`src/inc/gpio_pkg.sv`:
```
// Constants, register map and field layout of the eight-pin I/O port.
// Assumes a 32-bit Wishbone slave with byte addresses; data sits in bits 7:0.
package gpio_pkg;
	localparam int          GPIO_PINS    = 8;
	localparam int          GPIO_DW      = 8;
	localparam logic [7:0]  GPIO_RST     = 8'h00;
	// Register byte offsets
	localparam logic [7:0]  OFS_DIR      = 8'h00;
	localparam logic [7:0]  OFS_DIRSET   = 8'h04;
	localparam logic [7:0]  OFS_DIRCLR   = 8'h08;
	localparam logic [7:0]  OFS_DIRTGL   = 8'h0c;
	localparam logic [7:0]  OFS_OUT      = 8'h10;
	localparam logic [7:0]  OFS_OUTSET   = 8'h14;
	localparam logic [7:0]  OFS_OUTCLR   = 8'h18;
	localparam logic [7:0]  OFS_OUTTGL   = 8'h1c;
	localparam logic [7:0]  OFS_IN       = 8'h20;
	localparam logic [7:0]  OFS_MASK0    = 8'h24;
	localparam logic [7:0]  OFS_MASK1    = 8'h28;
	localparam logic [7:0]  OFS_FLAGS    = 8'h2c;
	localparam logic [7:0]  OFS_MULTI    = 8'h30;
	localparam logic [7:0]  OFS_PCTRL    = 8'h34;
	localparam logic [7:0]  OFS_INTCTRL  = 8'h38;
	localparam logic [7:0]  OFS_VPCTRL   = 8'h3c;
	localparam logic [7:0]  OFS_PINCFG0  = 8'h40;
	localparam logic [7:0]  OFS_VP_DIR   = 8'h60;
	localparam logic [7:0]  OFS_VP_OUT   = 8'h64;
	localparam logic [7:0]  OFS_VP_IN    = 8'h68;
	localparam logic [7:0]  OFS_VP_FLAGS = 8'h6c;
	// Pin configuration fields
	localparam int          ISC_LSB      = 0;
	localparam int          ISC_MSB      = 1;
	localparam int          OPC_LSB      = 2;
	localparam int          OPC_MSB      = 4;
	localparam int          INV_BIT      = 6;
	// Port, virtual port and interrupt control bits; event and clock output pins
	localparam int          PC_CLKEN     = 0;
	localparam int          PC_EVOUT     = 1;
	localparam int          PC_CLKOUT    = 2;
	localparam int          VP_EN        = 0;
	localparam int          IL0_LSB      = 0;
	localparam int          IL1_LSB      = 2;
	localparam int          EVOUT_PIN    = 6;
	localparam int          CLKOUT_PIN   = 7;

	typedef enum logic [1:0] {ISC_BOTH, ISC_RISE, ISC_FALL, ISC_LEVEL} gpio_isc_e;
	typedef enum logic [2:0] {OPC_TOTEM, OPC_KEEP, OPC_PULLDN, OPC_PULLUP,
		OPC_WOR, OPC_WAND, OPC_WOR_PD, OPC_WAND_PU} gpio_opc_e;
endpackage

```
`src/hdl/gpio_sync.sv`:
```
// Two-flop synchroniser for the pad inputs.
// Assumes the pads are asynchronous to ref_clk_i.
`timescale 1ns/1ps
module gpio_sync (
	input  wire logic                         ref_clk_i, // Clock
	input  wire logic                         rst_n_i,   // Sync reset
	input  wire logic [gpio_pkg::GPIO_PINS-1:0] async_i, // Raw pads
	output logic      [gpio_pkg::GPIO_PINS-1:0] sync_o   // Synchronised
);
	import gpio_pkg::*;
	logic [GPIO_PINS-1:0] meta_q;

	always_ff @(posedge ref_clk_i) begin
		if (!rst_n_i) begin
			meta_q <= GPIO_RST;
			sync_o <= GPIO_RST;
		end else begin
			meta_q <= async_i;
			sync_o <= meta_q;
		end
	end
endmodule

```
`src/hdl/gpio_sense.sv`:
```
// Per-pin edge and level sensing on the already inverted input values.
// Assumes sig_i is synchronous to ref_clk_i.
`timescale 1ns/1ps
module gpio_sense (
	input  wire logic                              ref_clk_i, // Clock
	input  wire logic                              rst_n_i,   // Sync reset
	input  wire logic [gpio_pkg::GPIO_PINS-1:0]      sig_i,   // Pin values
	input  wire logic [gpio_pkg::GPIO_PINS-1:0][1:0] isc_i,   // Sense modes
	output logic      [gpio_pkg::GPIO_PINS-1:0]      hit_a_o, // Direct hit
	output logic      [gpio_pkg::GPIO_PINS-1:0]      hit_s_o  // Clocked hit
);
	import gpio_pkg::*;
	logic [GPIO_PINS-1:0] prev_q;

	for (genvar i = 0; i < GPIO_PINS; i++) begin : g_pin
		wire logic rise = sig_i[i] & ~prev_q[i];
		wire logic fall = ~sig_i[i] & prev_q[i];
		always_comb begin
			unique case (gpio_isc_e'(isc_i[i]))
				ISC_BOTH:  hit_a_o[i] = rise | fall;
				ISC_RISE:  hit_a_o[i] = rise;
				ISC_FALL:  hit_a_o[i] = fall;
				ISC_LEVEL: hit_a_o[i] = ~sig_i[i];
			endcase
		end
	end

	always_ff @(posedge ref_clk_i) begin
		if (!rst_n_i) begin
			prev_q  <= GPIO_RST;
			hit_s_o <= GPIO_RST;
		end else begin
			prev_q  <= sig_i;
			hit_s_o <= hit_a_o;
		end
	end
endmodule

```
`src/hdl/gpio_port.sv`:
```
// Eight-pin general purpose I/O port with Wishbone register access.
// Assumes pads resolve pad_out_o/pad_oe_n_o and weak pulls outside;
// alternate function and event inputs are on ref_clk_i.
`timescale 1ns/1ps
module gpio_port (
	input  wire logic        ref_clk_i,   // 100 MHz clock
	input  wire logic        rst_n_i,     // Sync reset, active low
	input  wire logic        wb_cyc_i,    // Bus cycle
	input  wire logic        wb_stb_i,    // Strobe
	input  wire logic        wb_we_i,     // Write enable
	input  wire logic [7:0]  wb_adr_i,    // Byte address
	input  wire logic [3:0]  wb_sel_i,    // Byte lanes
	input  wire logic [31:0] wb_dat_i,    // Write data
	output logic      [31:0] wb_dat_o,    // Read data
	output logic             wb_ack_o,    // Acknowledge
	input  wire logic [gpio_pkg::GPIO_PINS-1:0] pad_in_i,   // Pad level
	output logic      [gpio_pkg::GPIO_PINS-1:0] pad_out_o,  // Pad drive value
	output logic      [gpio_pkg::GPIO_PINS-1:0] pad_oe_n_o, // Drive, low active
	output logic      [gpio_pkg::GPIO_PINS-1:0] pad_pu_o,   // Weak pull-up
	output logic      [gpio_pkg::GPIO_PINS-1:0] pad_pd_o,   // Weak pull-down
	input  wire logic [gpio_pkg::GPIO_PINS-1:0] alt_en_i,   // Peripheral owns pin
	input  wire logic [gpio_pkg::GPIO_PINS-1:0] alt_out_i,  // Peripheral value
	input  wire logic [gpio_pkg::GPIO_PINS-1:0] alt_dir_i,  // Peripheral drives
	output logic      [gpio_pkg::GPIO_PINS-1:0] alt_in_o,   // Input to peripheral
	input  wire logic        ev7_i,       // Event channel 7
	output logic      [gpio_pkg::GPIO_PINS-1:0] sense_o,    // Sense events
	output logic      [1:0]  irq_o,       // Port interrupts
	output logic      [1:0]  irq_lvl0_o,  // Priority of interrupt 0
	output logic      [1:0]  irq_lvl1_o,  // Priority of interrupt 1
	output logic             wake_o       // Wake-up request
);
	import gpio_pkg::*;

	////////////////////////////////////////////////////////////////////////////////
	// State
	logic [GPIO_DW-1:0]   dir_q, dir_d, out_q, out_d;
	logic [GPIO_DW-1:0]   mask0_q, mask1_q, multi_q, pctrl_q, ictrl_q, vp_q;
	logic [GPIO_DW-1:0]   cfg_q [GPIO_PINS];
	logic [1:0]           flag_q, flag_d;
	logic [GPIO_PINS-1:0] keep_q, in_q, pin_s;
	logic                 clkdiv_q, ack_q;
	logic [GPIO_DW-1:0]   dat_q, rd_data;
	logic [GPIO_PINS-1:0] hit_a, hit_s, hit;
	logic [GPIO_PINS-1:0][1:0] isc;
	logic [GPIO_PINS-1:0] inv, drv_v, drv_en, oe, pu, pd;

	////////////////////////////////////////////////////////////////////////////////
	// Bus decode
	wire logic             req     = wb_cyc_i & wb_stb_i & ~ack_q;
	wire logic             wr      = req & wb_we_i & wb_sel_i[0];
	wire logic [7:0]       wd      = wb_dat_i[GPIO_DW-1:0];
	wire logic             vp_en   = vp_q[VP_EN];
	wire logic             a_dir   = (wb_adr_i == OFS_DIR) | (vp_en & (wb_adr_i == OFS_VP_DIR));
	wire logic             a_out   = (wb_adr_i == OFS_OUT) | (vp_en & (wb_adr_i == OFS_VP_OUT));
	wire logic             a_in    = (wb_adr_i == OFS_IN) | (vp_en & (wb_adr_i == OFS_VP_IN));
	wire logic             a_flg   = (wb_adr_i == OFS_FLAGS) | (vp_en & (wb_adr_i == OFS_VP_FLAGS));
	wire logic             a_cfg   = wb_adr_i[7:5] == OFS_PINCFG0[7:5];
	wire logic [2:0]       cfg_idx = wb_adr_i[4:2];
	wire logic             w_dir   = wr & a_dir;
	wire logic             w_dset  = wr & (wb_adr_i == OFS_DIRSET);
	wire logic             w_dclr  = wr & (wb_adr_i == OFS_DIRCLR);
	wire logic             w_dtgl  = wr & (wb_adr_i == OFS_DIRTGL);
	wire logic             w_out   = wr & a_out;
	wire logic             w_oset  = wr & (wb_adr_i == OFS_OUTSET);
	wire logic             w_oclr  = wr & (wb_adr_i == OFS_OUTCLR);
	wire logic             w_otgl  = wr & (wb_adr_i == OFS_OUTTGL);
	wire logic             w_flg   = wr & a_flg;
	wire logic             w_cfg   = wr & a_cfg;
	wire logic [GPIO_PINS-1:0] cfg_sel = (multi_q != GPIO_RST) ? multi_q
		: GPIO_PINS'(1) << cfg_idx;

	////////////////////////////////////////////////////////////////////////////////
	// Direction and output with set/clear/toggle
	always_comb begin
		dir_d = dir_q;
		if (w_dir)
			dir_d = wd;
		else if (w_dset)
			dir_d = dir_q | wd;
		else if (w_dclr)
			dir_d = dir_q & ~wd;
		else if (w_dtgl)
			dir_d = dir_q ^ wd;
		out_d = out_q;
		if (w_out)
			out_d = wd;
		else if (w_oset)
			out_d = out_q | wd;
		else if (w_oclr)
			out_d = out_q & ~wd;
		else if (w_otgl)
			out_d = out_q ^ wd;
	end

	// Flags: a new hit wins over a write-one clear in the same cycle
	for (genvar k = 0; k < 2; k++) begin : g_flag
		wire logic [GPIO_PINS-1:0] msk = (k == 0) ? mask0_q : mask1_q;
		assign flag_d[k] = (|(msk & hit)) | (flag_q[k] & ~(w_flg & wd[k]));
	end

	always_ff @(posedge ref_clk_i) begin
		if (!rst_n_i) begin
			dir_q   <= GPIO_RST;
			out_q   <= GPIO_RST;
			mask0_q <= GPIO_RST;
			mask1_q <= GPIO_RST;
			multi_q <= GPIO_RST;
			pctrl_q <= GPIO_RST;
			ictrl_q <= GPIO_RST;
			vp_q    <= GPIO_RST;
			flag_q  <= 2'h0;
		end else begin
			dir_q  <= dir_d;
			out_q  <= out_d;
			flag_q <= flag_d;
			if (wr && wb_adr_i == OFS_MASK0)
				mask0_q <= wd;
			if (wr && wb_adr_i == OFS_MASK1)
				mask1_q <= wd;
			if (wr && wb_adr_i == OFS_PCTRL)
				pctrl_q <= wd;
			if (wr && wb_adr_i == OFS_INTCTRL)
				ictrl_q <= wd;
			if (wr && wb_adr_i == OFS_VPCTRL)
				vp_q <= wd;
			// Selection is used once, then falls back to single-pin writes
			if (wr && wb_adr_i == OFS_MULTI)
				multi_q <= wd;
			else if (w_cfg)
				multi_q <= GPIO_RST;
		end
	end

	////////////////////////////////////////////////////////////////////////////////
	// Pin configuration, one register per pin
	for (genvar i = 0; i < GPIO_PINS; i++) begin : g_cfg
		always_ff @(posedge ref_clk_i) begin
			if (!rst_n_i)
				cfg_q[i] <= GPIO_RST;
			else if (w_cfg && cfg_sel[i])
				cfg_q[i] <= wd;
		end
		assign inv[i] = cfg_q[i][INV_BIT];
		assign isc[i] = cfg_q[i][ISC_MSB:ISC_LSB];
	end

	////////////////////////////////////////////////////////////////////////////////
	// Read mux and acknowledge
	always_comb begin
		rd_data = GPIO_RST;
		if (a_dir)
			rd_data = dir_q;
		else if (a_out)
			rd_data = out_q;
		else if (a_in)
			rd_data = in_q;
		else if (a_flg)
			rd_data = {6'h00, flag_q};
		else if (a_cfg)
			rd_data = cfg_q[cfg_idx];
		else if (wb_adr_i == OFS_MASK0)
			rd_data = mask0_q;
		else if (wb_adr_i == OFS_MASK1)
			rd_data = mask1_q;
		else if (wb_adr_i == OFS_MULTI)
			rd_data = multi_q;
		else if (wb_adr_i == OFS_PCTRL)
			rd_data = pctrl_q;
		else if (wb_adr_i == OFS_INTCTRL)
			rd_data = ictrl_q;
		else if (wb_adr_i == OFS_VPCTRL)
			rd_data = vp_q;
	end

	// Every address is acknowledged; unmapped ones read zero
	always_ff @(posedge ref_clk_i) begin
		if (!rst_n_i) begin
			ack_q <= 1'b0;
			dat_q <= GPIO_RST;
		end else begin
			ack_q <= req;
			if (req)
				dat_q <= rd_data;
		end
	end
	assign wb_ack_o = ack_q;
	assign wb_dat_o = {24'h000000, dat_q};

	////////////////////////////////////////////////////////////////////////////////
	// Input path and sensing
	gpio_sync u_sync (
		.ref_clk_i (ref_clk_i),
		.rst_n_i   (rst_n_i),
		.async_i   (pad_in_i),
		.sync_o    (pin_s)
	);

	wire logic [GPIO_PINS-1:0] in_v = pin_s ^ inv;

	gpio_sense u_sense (
		.ref_clk_i (ref_clk_i),
		.rst_n_i   (rst_n_i),
		.sig_i     (in_v),
		.isc_i     (isc),
		.hit_a_o   (hit_a),
		.hit_s_o   (hit_s)
	);

	// Clocked path adds a cycle; direct path stays live for wake-up
	assign hit = pctrl_q[PC_CLKEN] ? hit_s : hit_a;

	always_ff @(posedge ref_clk_i) begin
		if (!rst_n_i) begin
			in_q     <= GPIO_RST;
			alt_in_o <= GPIO_RST;
			keep_q   <= GPIO_RST;
			sense_o  <= GPIO_RST;
			irq_o    <= 2'h0;
			wake_o   <= 1'b0;
			clkdiv_q <= 1'b0;
		end else begin
			in_q     <= in_v;
			alt_in_o <= in_v;
			keep_q   <= pin_s;
			sense_o  <= hit;
			irq_o[0] <= flag_d[0] & (ictrl_q[IL0_LSB+:2] != 2'h0);
			irq_o[1] <= flag_d[1] & (ictrl_q[IL1_LSB+:2] != 2'h0);
			wake_o   <= |((mask0_q | mask1_q) & hit_a);
			clkdiv_q <= ~clkdiv_q;
		end
	end
	assign irq_lvl0_o = ictrl_q[IL0_LSB+:2];
	assign irq_lvl1_o = ictrl_q[IL1_LSB+:2];

	////////////////////////////////////////////////////////////////////////////////
	// Output path and driver modes
	for (genvar i = 0; i < GPIO_PINS; i++) begin : g_drv
		wire logic ev_pin  = (i == EVOUT_PIN) & pctrl_q[PC_EVOUT];
		wire logic clk_pin = (i == CLKOUT_PIN) & pctrl_q[PC_CLKOUT];
		wire logic src     = alt_en_i[i] ? alt_out_i[i]
			: ev_pin ? ev7_i : clk_pin ? clkdiv_q : out_q[i];
		assign drv_v[i]  = src ^ inv[i];
		assign drv_en[i] = alt_en_i[i] ? alt_dir_i[i] : (dir_q[i] | ev_pin | clk_pin);
		always_comb begin
			oe[i] = drv_en[i];
			pu[i] = 1'b0;
			pd[i] = 1'b0;
			unique case (gpio_opc_e'(cfg_q[i][OPC_MSB:OPC_LSB]))
				OPC_TOTEM: ;
				OPC_KEEP: begin
					pu[i] = ~drv_en[i] & keep_q[i];
					pd[i] = ~drv_en[i] & ~keep_q[i];
				end
				OPC_PULLDN: pd[i] = ~drv_en[i];
				OPC_PULLUP: pu[i] = ~drv_en[i];
				OPC_WOR:    oe[i] = drv_en[i] & drv_v[i];
				OPC_WAND:   oe[i] = drv_en[i] & ~drv_v[i];
				OPC_WOR_PD: begin
					oe[i] = drv_en[i] & drv_v[i];
					pd[i] = 1'b1;
				end
				OPC_WAND_PU: begin
					oe[i] = drv_en[i] & ~drv_v[i];
					pu[i] = 1'b1;
				end
			endcase
		end
	end

	// Pads are registered so the pin sees no decode glitches
	always_ff @(posedge ref_clk_i) begin
		if (!rst_n_i) begin
			pad_out_o  <= GPIO_RST;
			pad_oe_n_o <= ~GPIO_RST;
			pad_pu_o   <= GPIO_RST;
			pad_pd_o   <= GPIO_RST;
		end else begin
			pad_out_o  <= drv_v;
			pad_oe_n_o <= ~oe;
			pad_pu_o   <= pu;
			pad_pd_o   <= pd;
		end
	end
endmodule

```
`config.mk`:
```
export PLATFORM = sky130hd
export DESIGN_NAME = gpio_port
export DESIGN_NICKNAME = d
export VERILOG_FILES = /design/src/inc/gpio_pkg.sv /design/src/hdl/gpio_sync.sv /design/src/hdl/gpio_sense.sv /design/src/hdl/gpio_port.sv
export SDC_FILE = /design/constraint.sdc
export NUM_CORES = 1
export LEC_CHECK = 0
export ABC_AREA = 0
export BUFFER_PORTS_ARGS = -buffer_cell sky130_fd_sc_hd__buf_2
export CAP_MARGIN = 20
export CORE_UTILIZATION = 60
export DETAILED_ROUTE_END_ITERATION = 10
export GPL_TIMING_DRIVEN = 0
export PLACE_DENSITY = 0.8
export SLEW_MARGIN = 10
export SYNTH_ARGS = -nofsm -noshare
export SYNTH_HDL_FRONTEND = slang
export SYNTH_SLANG_ARGS = --single-unit
export TNS_END_PERCENT = 10
```
`constraint.sdc`:
```
create_clock -name ref_clk_i -period 4.75 [get_ports ref_clk_i]
set_input_delay 0 -clock ref_clk_i [delete_from_list [all_inputs] [get_ports ref_clk_i]]
set_output_delay 0 -clock ref_clk_i [all_outputs]
set_load 0.02 [all_outputs]
```
==> flow_summary.ini, run 1 <==
[run_status]
status = finished clean

[sta]
tightestPinTransition_ns = 1.10
fmax_mhz = 309
whs_ns = 0.00789
setup_slack_ns = 1.51
min_period_ns = 3.24
slew_violations = 0
setup_viol = 0
final.setup.tns_ns = 0
fin_skew_ns = 0.0128
maxSlewHeadroom_pct = 25.9
period_share_pct = 68.1
rsz0062_at_grt = no
hold_viol = 0

[clocking]
root_buffer = clkbuf_16
clock_path_buffers = 3
post_cts_buffers = 0
clock_latency_ns = 0.52
clock_sinks = 223
h-tree-depth = 1
cts_resized = 0
cts_tree = done
cts_buffers = 24
cts.hold.buffers_added = 36
clkTransAtPathRegs_ns = 0.06

[synthesis]
ys_seq_elements = 223
ys_warn_count = 0
synth_cell_types = 71
synth_ff_type = dfxtp_1
seq_area_frac_synth_pct = 44.9
syn_avg_cell_area_um2 = 9.53
syn_area_um2 = 11400
synth-edff-count = 64
synthArstFlopShare_pct = 0
synthCells = 1192

[worst_setup_path]
slowest_stage = o21ai_0
worstReg2RegEnd = cfg_q[1][2]
crit_chain = nand3b_1 -> clkbuf_1 -> nor2_1 -> nand2_1 -> o21ai_0
crit_type = reg -> reg
cp.arrival_ns = 3.37
cp_max_fo = 10
slowest_delay_ns = 0.95
crit_required_ns = 4.88
r2r_slack_ns = 1.51
r2r_cells = 5
critical_path.startpoint_type = flip-flop
cp-end-kind = flip-flop
crit_family = simple AND/OR/NAND/NOR gates
crit_buf_inv = 1
worstReg2RegStart = wb_ack_o

[global_route]
grt_pass1_wl_um = 57500
grt_use_total_pct = 39.2
grt_pass1_vias = 9926
grt_overflow_total = 0
antenna_found_initial = 1
grt_max_degree = 14

[layout]
nNetsFinal = 1518
fill_cells = 1329
fin_cells = 1634
largest_reg_flops = 64
insertedDiodeCount = 0
drive_gt1_share_pct = 17.7
syn2layout_area_growth_pct = 18.1
largest_register = cfg_q

[run]
max_cap_violations = 0

[drt]
detail-route-antenna-nets = 0
via_per_inst = 6.35
via_count = 10400
drt-initial-drc-count = 1265
drt_wl_total_um = 38300
wl_per_cell_um = 23.5
firstDrtPassIters = 8
drc = 0

[power_and_ir_drop]
p_seq_share_pct = 46.9
ir_drop_v = 0.000234
powerDensity_nw_per_um2 = 328
switching_share_pct = 25.9
p_clk_share_pct = 41.4
switchingPower_w = 0.00114
p_comb_share_pct = 11.7
intPower_w = 0.00326
p_leak_nw = 5.37

[floorplan]
fp.dieW_um = 140
rows = 49
core_area_um2 = 18300
dieHeight_um = 140
ios = 170
die-area_um2 = 19500
initial_core_util_pct = 62.2

[place]
dp.cells = 1551
io_buffers = 105
pre_cts_slack_ns = 1.55
gp_congestion = 1.02
hpwlAfterDp_um = 27400

[worst_hold_path]
min_from = alt_out_i[3]
holdPathStages = 4
holdPathEnd = pad_out_o[3]
hp-class = in -> reg
[power by group through the flow]
stage / logic (W) / registers [W] / clock network [W]
final: 0.000515 / 0.00206 / 0.00182
after global routing: 0.000546 / 0.00207 / 0.00189
after CTS: 0.000497 / 0.00206 / 0.00182
after detailed placement: 0.000470 / 0.00210 / 0
after global placement: 0.000457 / 0.00210 / 0
after floorplan: 0.000277 / 0.00212 / 0
[final cells by class]
cell class                 instances  area, um^2  area share [%]
multi-input combinational        841        5640            42.0
buffer                            88         460            3.43
inverter                          63         236            1.76
tap                              229         287            2.14
clock buffer                      36         728            5.43
clock inverter                     7        38.8           0.289
sequential                       223        5100            38.0
timing repair buffer             147         921            6.86
[cell families (layout without fill, tap and decap cells)]
family	Yosys count	count (layout)	share of synthesized area [%]
and+or+nand+nor	416	416	18.1
AOI/OAI and AO/OA	242	242	13.6
DFF	223	223	44.9
buffers and inverters	151	341	6.14
muxes	87	87	10.1
adders and majority gates	48	48	5.29
xor gates and xnor gates	24	24	1.85
other	1	24	0.0330
[synth_stat cells, types with 10 or more instances]
cell	number	area [um^2]
o21ai_0	50	250
edfxtp_1	64	1920
xnor2_1	14	123
nand2b_1	11	68.8
inv_1	53	199
buf_4	29	218
nand2_1	114	428
mux2_2	11	124
mux4_2	21	473
nor3_1	77	385
ha_1	48	601
a22oi_1	20	150
dfxtp_1	159	3180
o211ai_1	15	113
a32o_1	14	140
xor2_1	10	87.6
nor2_1	93	349
and2_1	51	319
nor4_1	10	62.6
nand3_1	10	50.1
clkbuf_1	46	173
mux2i_1	55	551
nor2b_1	10	62.6
a21oi_1	87	435
a31oi_1	12	75.1
[routing by layer]
layer	wire length (um)	GRT usage (%)	vias up	share of wire [%]
li1	-	-	4594	-
met1	14600	51.2	4836	38
met2	16600	60.1	795	43
met3	5360	12.0	150	14
met4	1780	17.3	2	4.6
met5	13	0	-	0.034
[through the flow]
| stage | utilization [%] | total power [W] | cell area, um^2 |
|---|---|---|---|
| after floorplan | - | 0.00240 | 11400 |
| final | 73.4 | 0.00440 | 13400 |
| after detailed placement | 67.2 | 0.00257 | 12300 |
| after CTS | 73.3 | 0.00437 | 13400 |
| after global placement | 67.1 | 0.00256 | 12300 |
| after global routing | 73.4 | 0.00451 | 13400 |
[cells in the final DEF, fill, tap and decap left out, drive strengths merged, types with 6 or more instances in the layout]
cell,synthesis,layout
mux4,21,21
nor3,80,80
o21ai,52,52
conb,1,24
nand3,11,11
a221oi,10,10
clkbuf,48,85
edfxtp,64,64
or3,9,9
inv,62,62
buf,40,150
ha,48,48
xor2,10,10
dfxtp,159,159
a21oi,87,87
a31oi,12,12
xnor2,14,14
clkinv,1,8
nor2,97,97
a211oi,6,6
nor4,10,10
a32o,14,14
dlygate4sd3,0,36
nand2b,11,11
mux2,11,11
nor2b,10,10
a22oi,20,20
o211ai,15,15
and2,51,51
nand2,114,114
mux2i,55,55
[worst min-delay path, stage by stage]
cell and delay (ns):
buf_2 0.07, mux2i_1 0.09, xnor2_1 0.16, and2_1 0.16
[worst max-delay path by stage]
stage / slack, ns / cells past startpoint / end / start
6_report: 1.51 / 5 / cfg_q[1][2] / wb_ack_o
5_1_grt: 1.52 / 5 / cfg_q[1][1] / wb_ack_o
4_1_cts: 1.56 / 5 / cfg_q[4][1] / wb_ack_o
3_5_place_dp: 1.55 / 5 / cfg_q[4][6] / wb_ack_o
3_3_place_gp: 1.53 / 5 / cfg_q[6][2] / wb_ack_o
2_1_floorplan: 2.48 / 6 / cfg_q[7][0] / wb_adr_i[4]
Power figures use the tool's default switching activity.
==> run 2, diff against run 1 <==
Settings changed: CORE_UTILIZATION 60 to 58, PLACE_DENSITY 0.8 to 0.78.
Clock period 4.75 ns to 3.06 ns, I/O delays scaled along.
==> flow_summary.ini, run 2 (synthesis gave the netlist of run 1 again) <==
[run_status]
status = finished, violations left
violations = hold timing, setup timing

[sta]
setup_viol = 8
period_share_pct = 100
rsz0062_at_grt = no
maxSlewHeadroom_pct = 30.1
whs_ns = -0.00261
min_period_ns = 3.07
setup_slack_ns = -0.0148
slew_violations = 0
fmax_mhz = 325
fin_skew_ns = 0.0158
tightestPinTransition_ns = 1.04
hold_viol = 1

[worst_setup_path]
r2r_slack_ns = -0.01
cp_max_fo = 10
r2r_cells = 5
crit_type = reg -> reg
crit_required_ns = 3.21
cp-end-kind = flip-flop
cp.arrival_ns = 3.22
critical_path.startpoint_type = flip-flop
slowest_stage = o21ai_1
worstReg2RegEnd = cfg_q[6][0]
crit_chain = nand3b_1 -> clkbuf_1 -> nor2_1 -> nand2_1 -> o21ai_1
slowest_delay_ns = 0.83
worstReg2RegStart = wb_ack_o

[floorplan]
ios = 170
initial_core_util_pct = 59.9
core_area_um2 = 19000
rows = 50
die-area_um2 = 20100
fp.dieW_um = 142
dieHeight_um = 142

[clocking]
clock_latency_ns = 0.53
cts_tree = done
clock_sinks = 223
cts_buffers = 24
root_buffer = clkbuf_16
clkTransAtPathRegs_ns = 0.06
clock_path_buffers = 3
h-tree-depth = 1
post_cts_buffers = 0

[power_and_ir_drop]
ir_drop_v = 0.000393
switching_share_pct = 26.1
p_leak_nw = 5.34
p_seq_share_pct = 46.6
switchingPower_w = 0.00179
p_comb_share_pct = 11.5
powerDensity_nw_per_um2 = 512
p_clk_share_pct = 42.0
intPower_w = 0.00509
p_total_w = 0.00688

[global_route]
grt_pass1_vias = 9757
antenna_found_initial = 0
grt_pass1_wl_um = 56800
grt_use_total_pct = 38.1
grt_max_degree = 14
grt_overflow_total = 0

[layout]
ff_latch_area_um2 = 5100
syn2layout_area_growth_pct = 18.3
stdcell_area_um2 = 13400
final_cell_mix = dfxtp_1 (159), buf_2 (116), nand2_1 (114), nor2_1 (93), a21oi_1 (87)
fill_cells = 1498
nNetsFinal = 1514
final_common_cell = dfxtp_1
largest_reg_flops = 64
fin_cells = 1663
multi_input_area_um2 = 5640
drive_gt1_share_pct = 17.0
largest_register = cfg_q

[place]
io_buffers = 105
gp_congestion = 1.02
hpwlAfterDp_um = 27500
placed_cell_area_um2 = 12300
pre_cts_slack_ns = -0.0903
dp.cells = 1582

[drt]
firstDrtPassIters = 5
via_count = 10400
via_per_inst = 6.24
drt-initial-drc-count = 1241
drc = 0
wl_per_cell_um = 23.1
drt_wl_total_um = 38300
detail-route-antenna-nets = 0

[run]
max_cap_violations = 0

[worst_hold_path]
min_from = alt_out_i[7]
holdPathStages = 5
holdPathEnd = pad_out_o[7]
hp-class = in -> reg
run 2: cell count changes in the layout (fill, tap and decap cells not counted), sizes merged:
| cell | previous run | this run |
|---|---|---|
| bufinv | 0 | 1 |
| inv | 62 | 63 |
| clkbuf | 85 | 84 |
| dlygate4sd3 | 36 | 35 |
| diode | 0 | 1 |
| buf | 150 | 148 |
| clkinv | 8 | 7 |
run 2: timing repair:
| action | CTS | global route |
|---|---|---|
| resized for setup | 3 | 1 |
| setup endpoints to repair | 20 | 8 |
| endpoints found under the hold margin | 35 | 0 |
| hold buffers | 35 | 0 |
run 2: area by class of cell:
| type | count | area share, % |
|---|---|---|
| Multi-Input combinational cell | 841 | 42.0 |
| Tap cell | 260 | 2.42 |
| Inverter | 63 | 1.76 |
| Clock inverter | 8 | 0.559 |
| Antenna cell | 1 | 0.0186 |
| Buffer | 88 | 3.43 |
| Timing Repair Buffer | 143 | 6.65 |
| Sequential cell | 223 | 38.0 |
| Clock buffer | 36 | 5.20 |
run 2: worst max path at each step:
stage / start / slack, ns / end
4_1_cts: wb_ack_o / 0.01 / cfg_q[2][7]
2_1_floorplan: wb_adr_i[4] / 0.79 / cfg_q[7][0]
3_5_place_dp: wb_ack_o / -0.09 / cfg_q[5][2]
5_1_grt: wb_ack_o / 0.05 / cfg_q[6][0]
6_report: wb_ack_o / -0.01 / cfg_q[6][0]
3_3_place_gp: wb_ack_o / -0.11 / cfg_q[6][2]
run 2: power groups by stage:
stage	clock, W	sequential [W]	combinational (W)
floorplan	0	0.00329	0.000431
global placement	0	0.00326	0.000707
detailed placement	0	0.00326	0.000724
CTS	0.00288	0.00320	0.000766
global route	0.00300	0.00321	0.000837
finish	0.00289	0.00320	0.000791
run 2: through the flow:
| stage | setup TNS [ns] | utilization [%] |
|---|---|---|
| detailed placement | -1.17 | 64.9 |
| global route | 0 | 70.9 |
| finish | -0.0594 | 70.9 |
| global placement | -0.981 | 64.9 |
| CTS | 0 | 70.9 |
| floorplan | 0 | - |
run 2: routing by layer:
layer | part of all wire (%) | global-route usage [%]
met1 | 39 | 51.3
met3 | 11 | 7.60
met4 | 4.0 | 16.0
met5 | 0 | 0
met2 | 45 | 60.3
run 2: worst max-delay path: cells and delay by family, from the launching register on:
| kind | cells | cell delay, ns |
|---|---|---|
| buf+inv | 1 | 0.32 |
| simple gates | 3 | 1.23 |
| flops | 1 | 0.32 |
| compound gates | 1 | 0.83 |
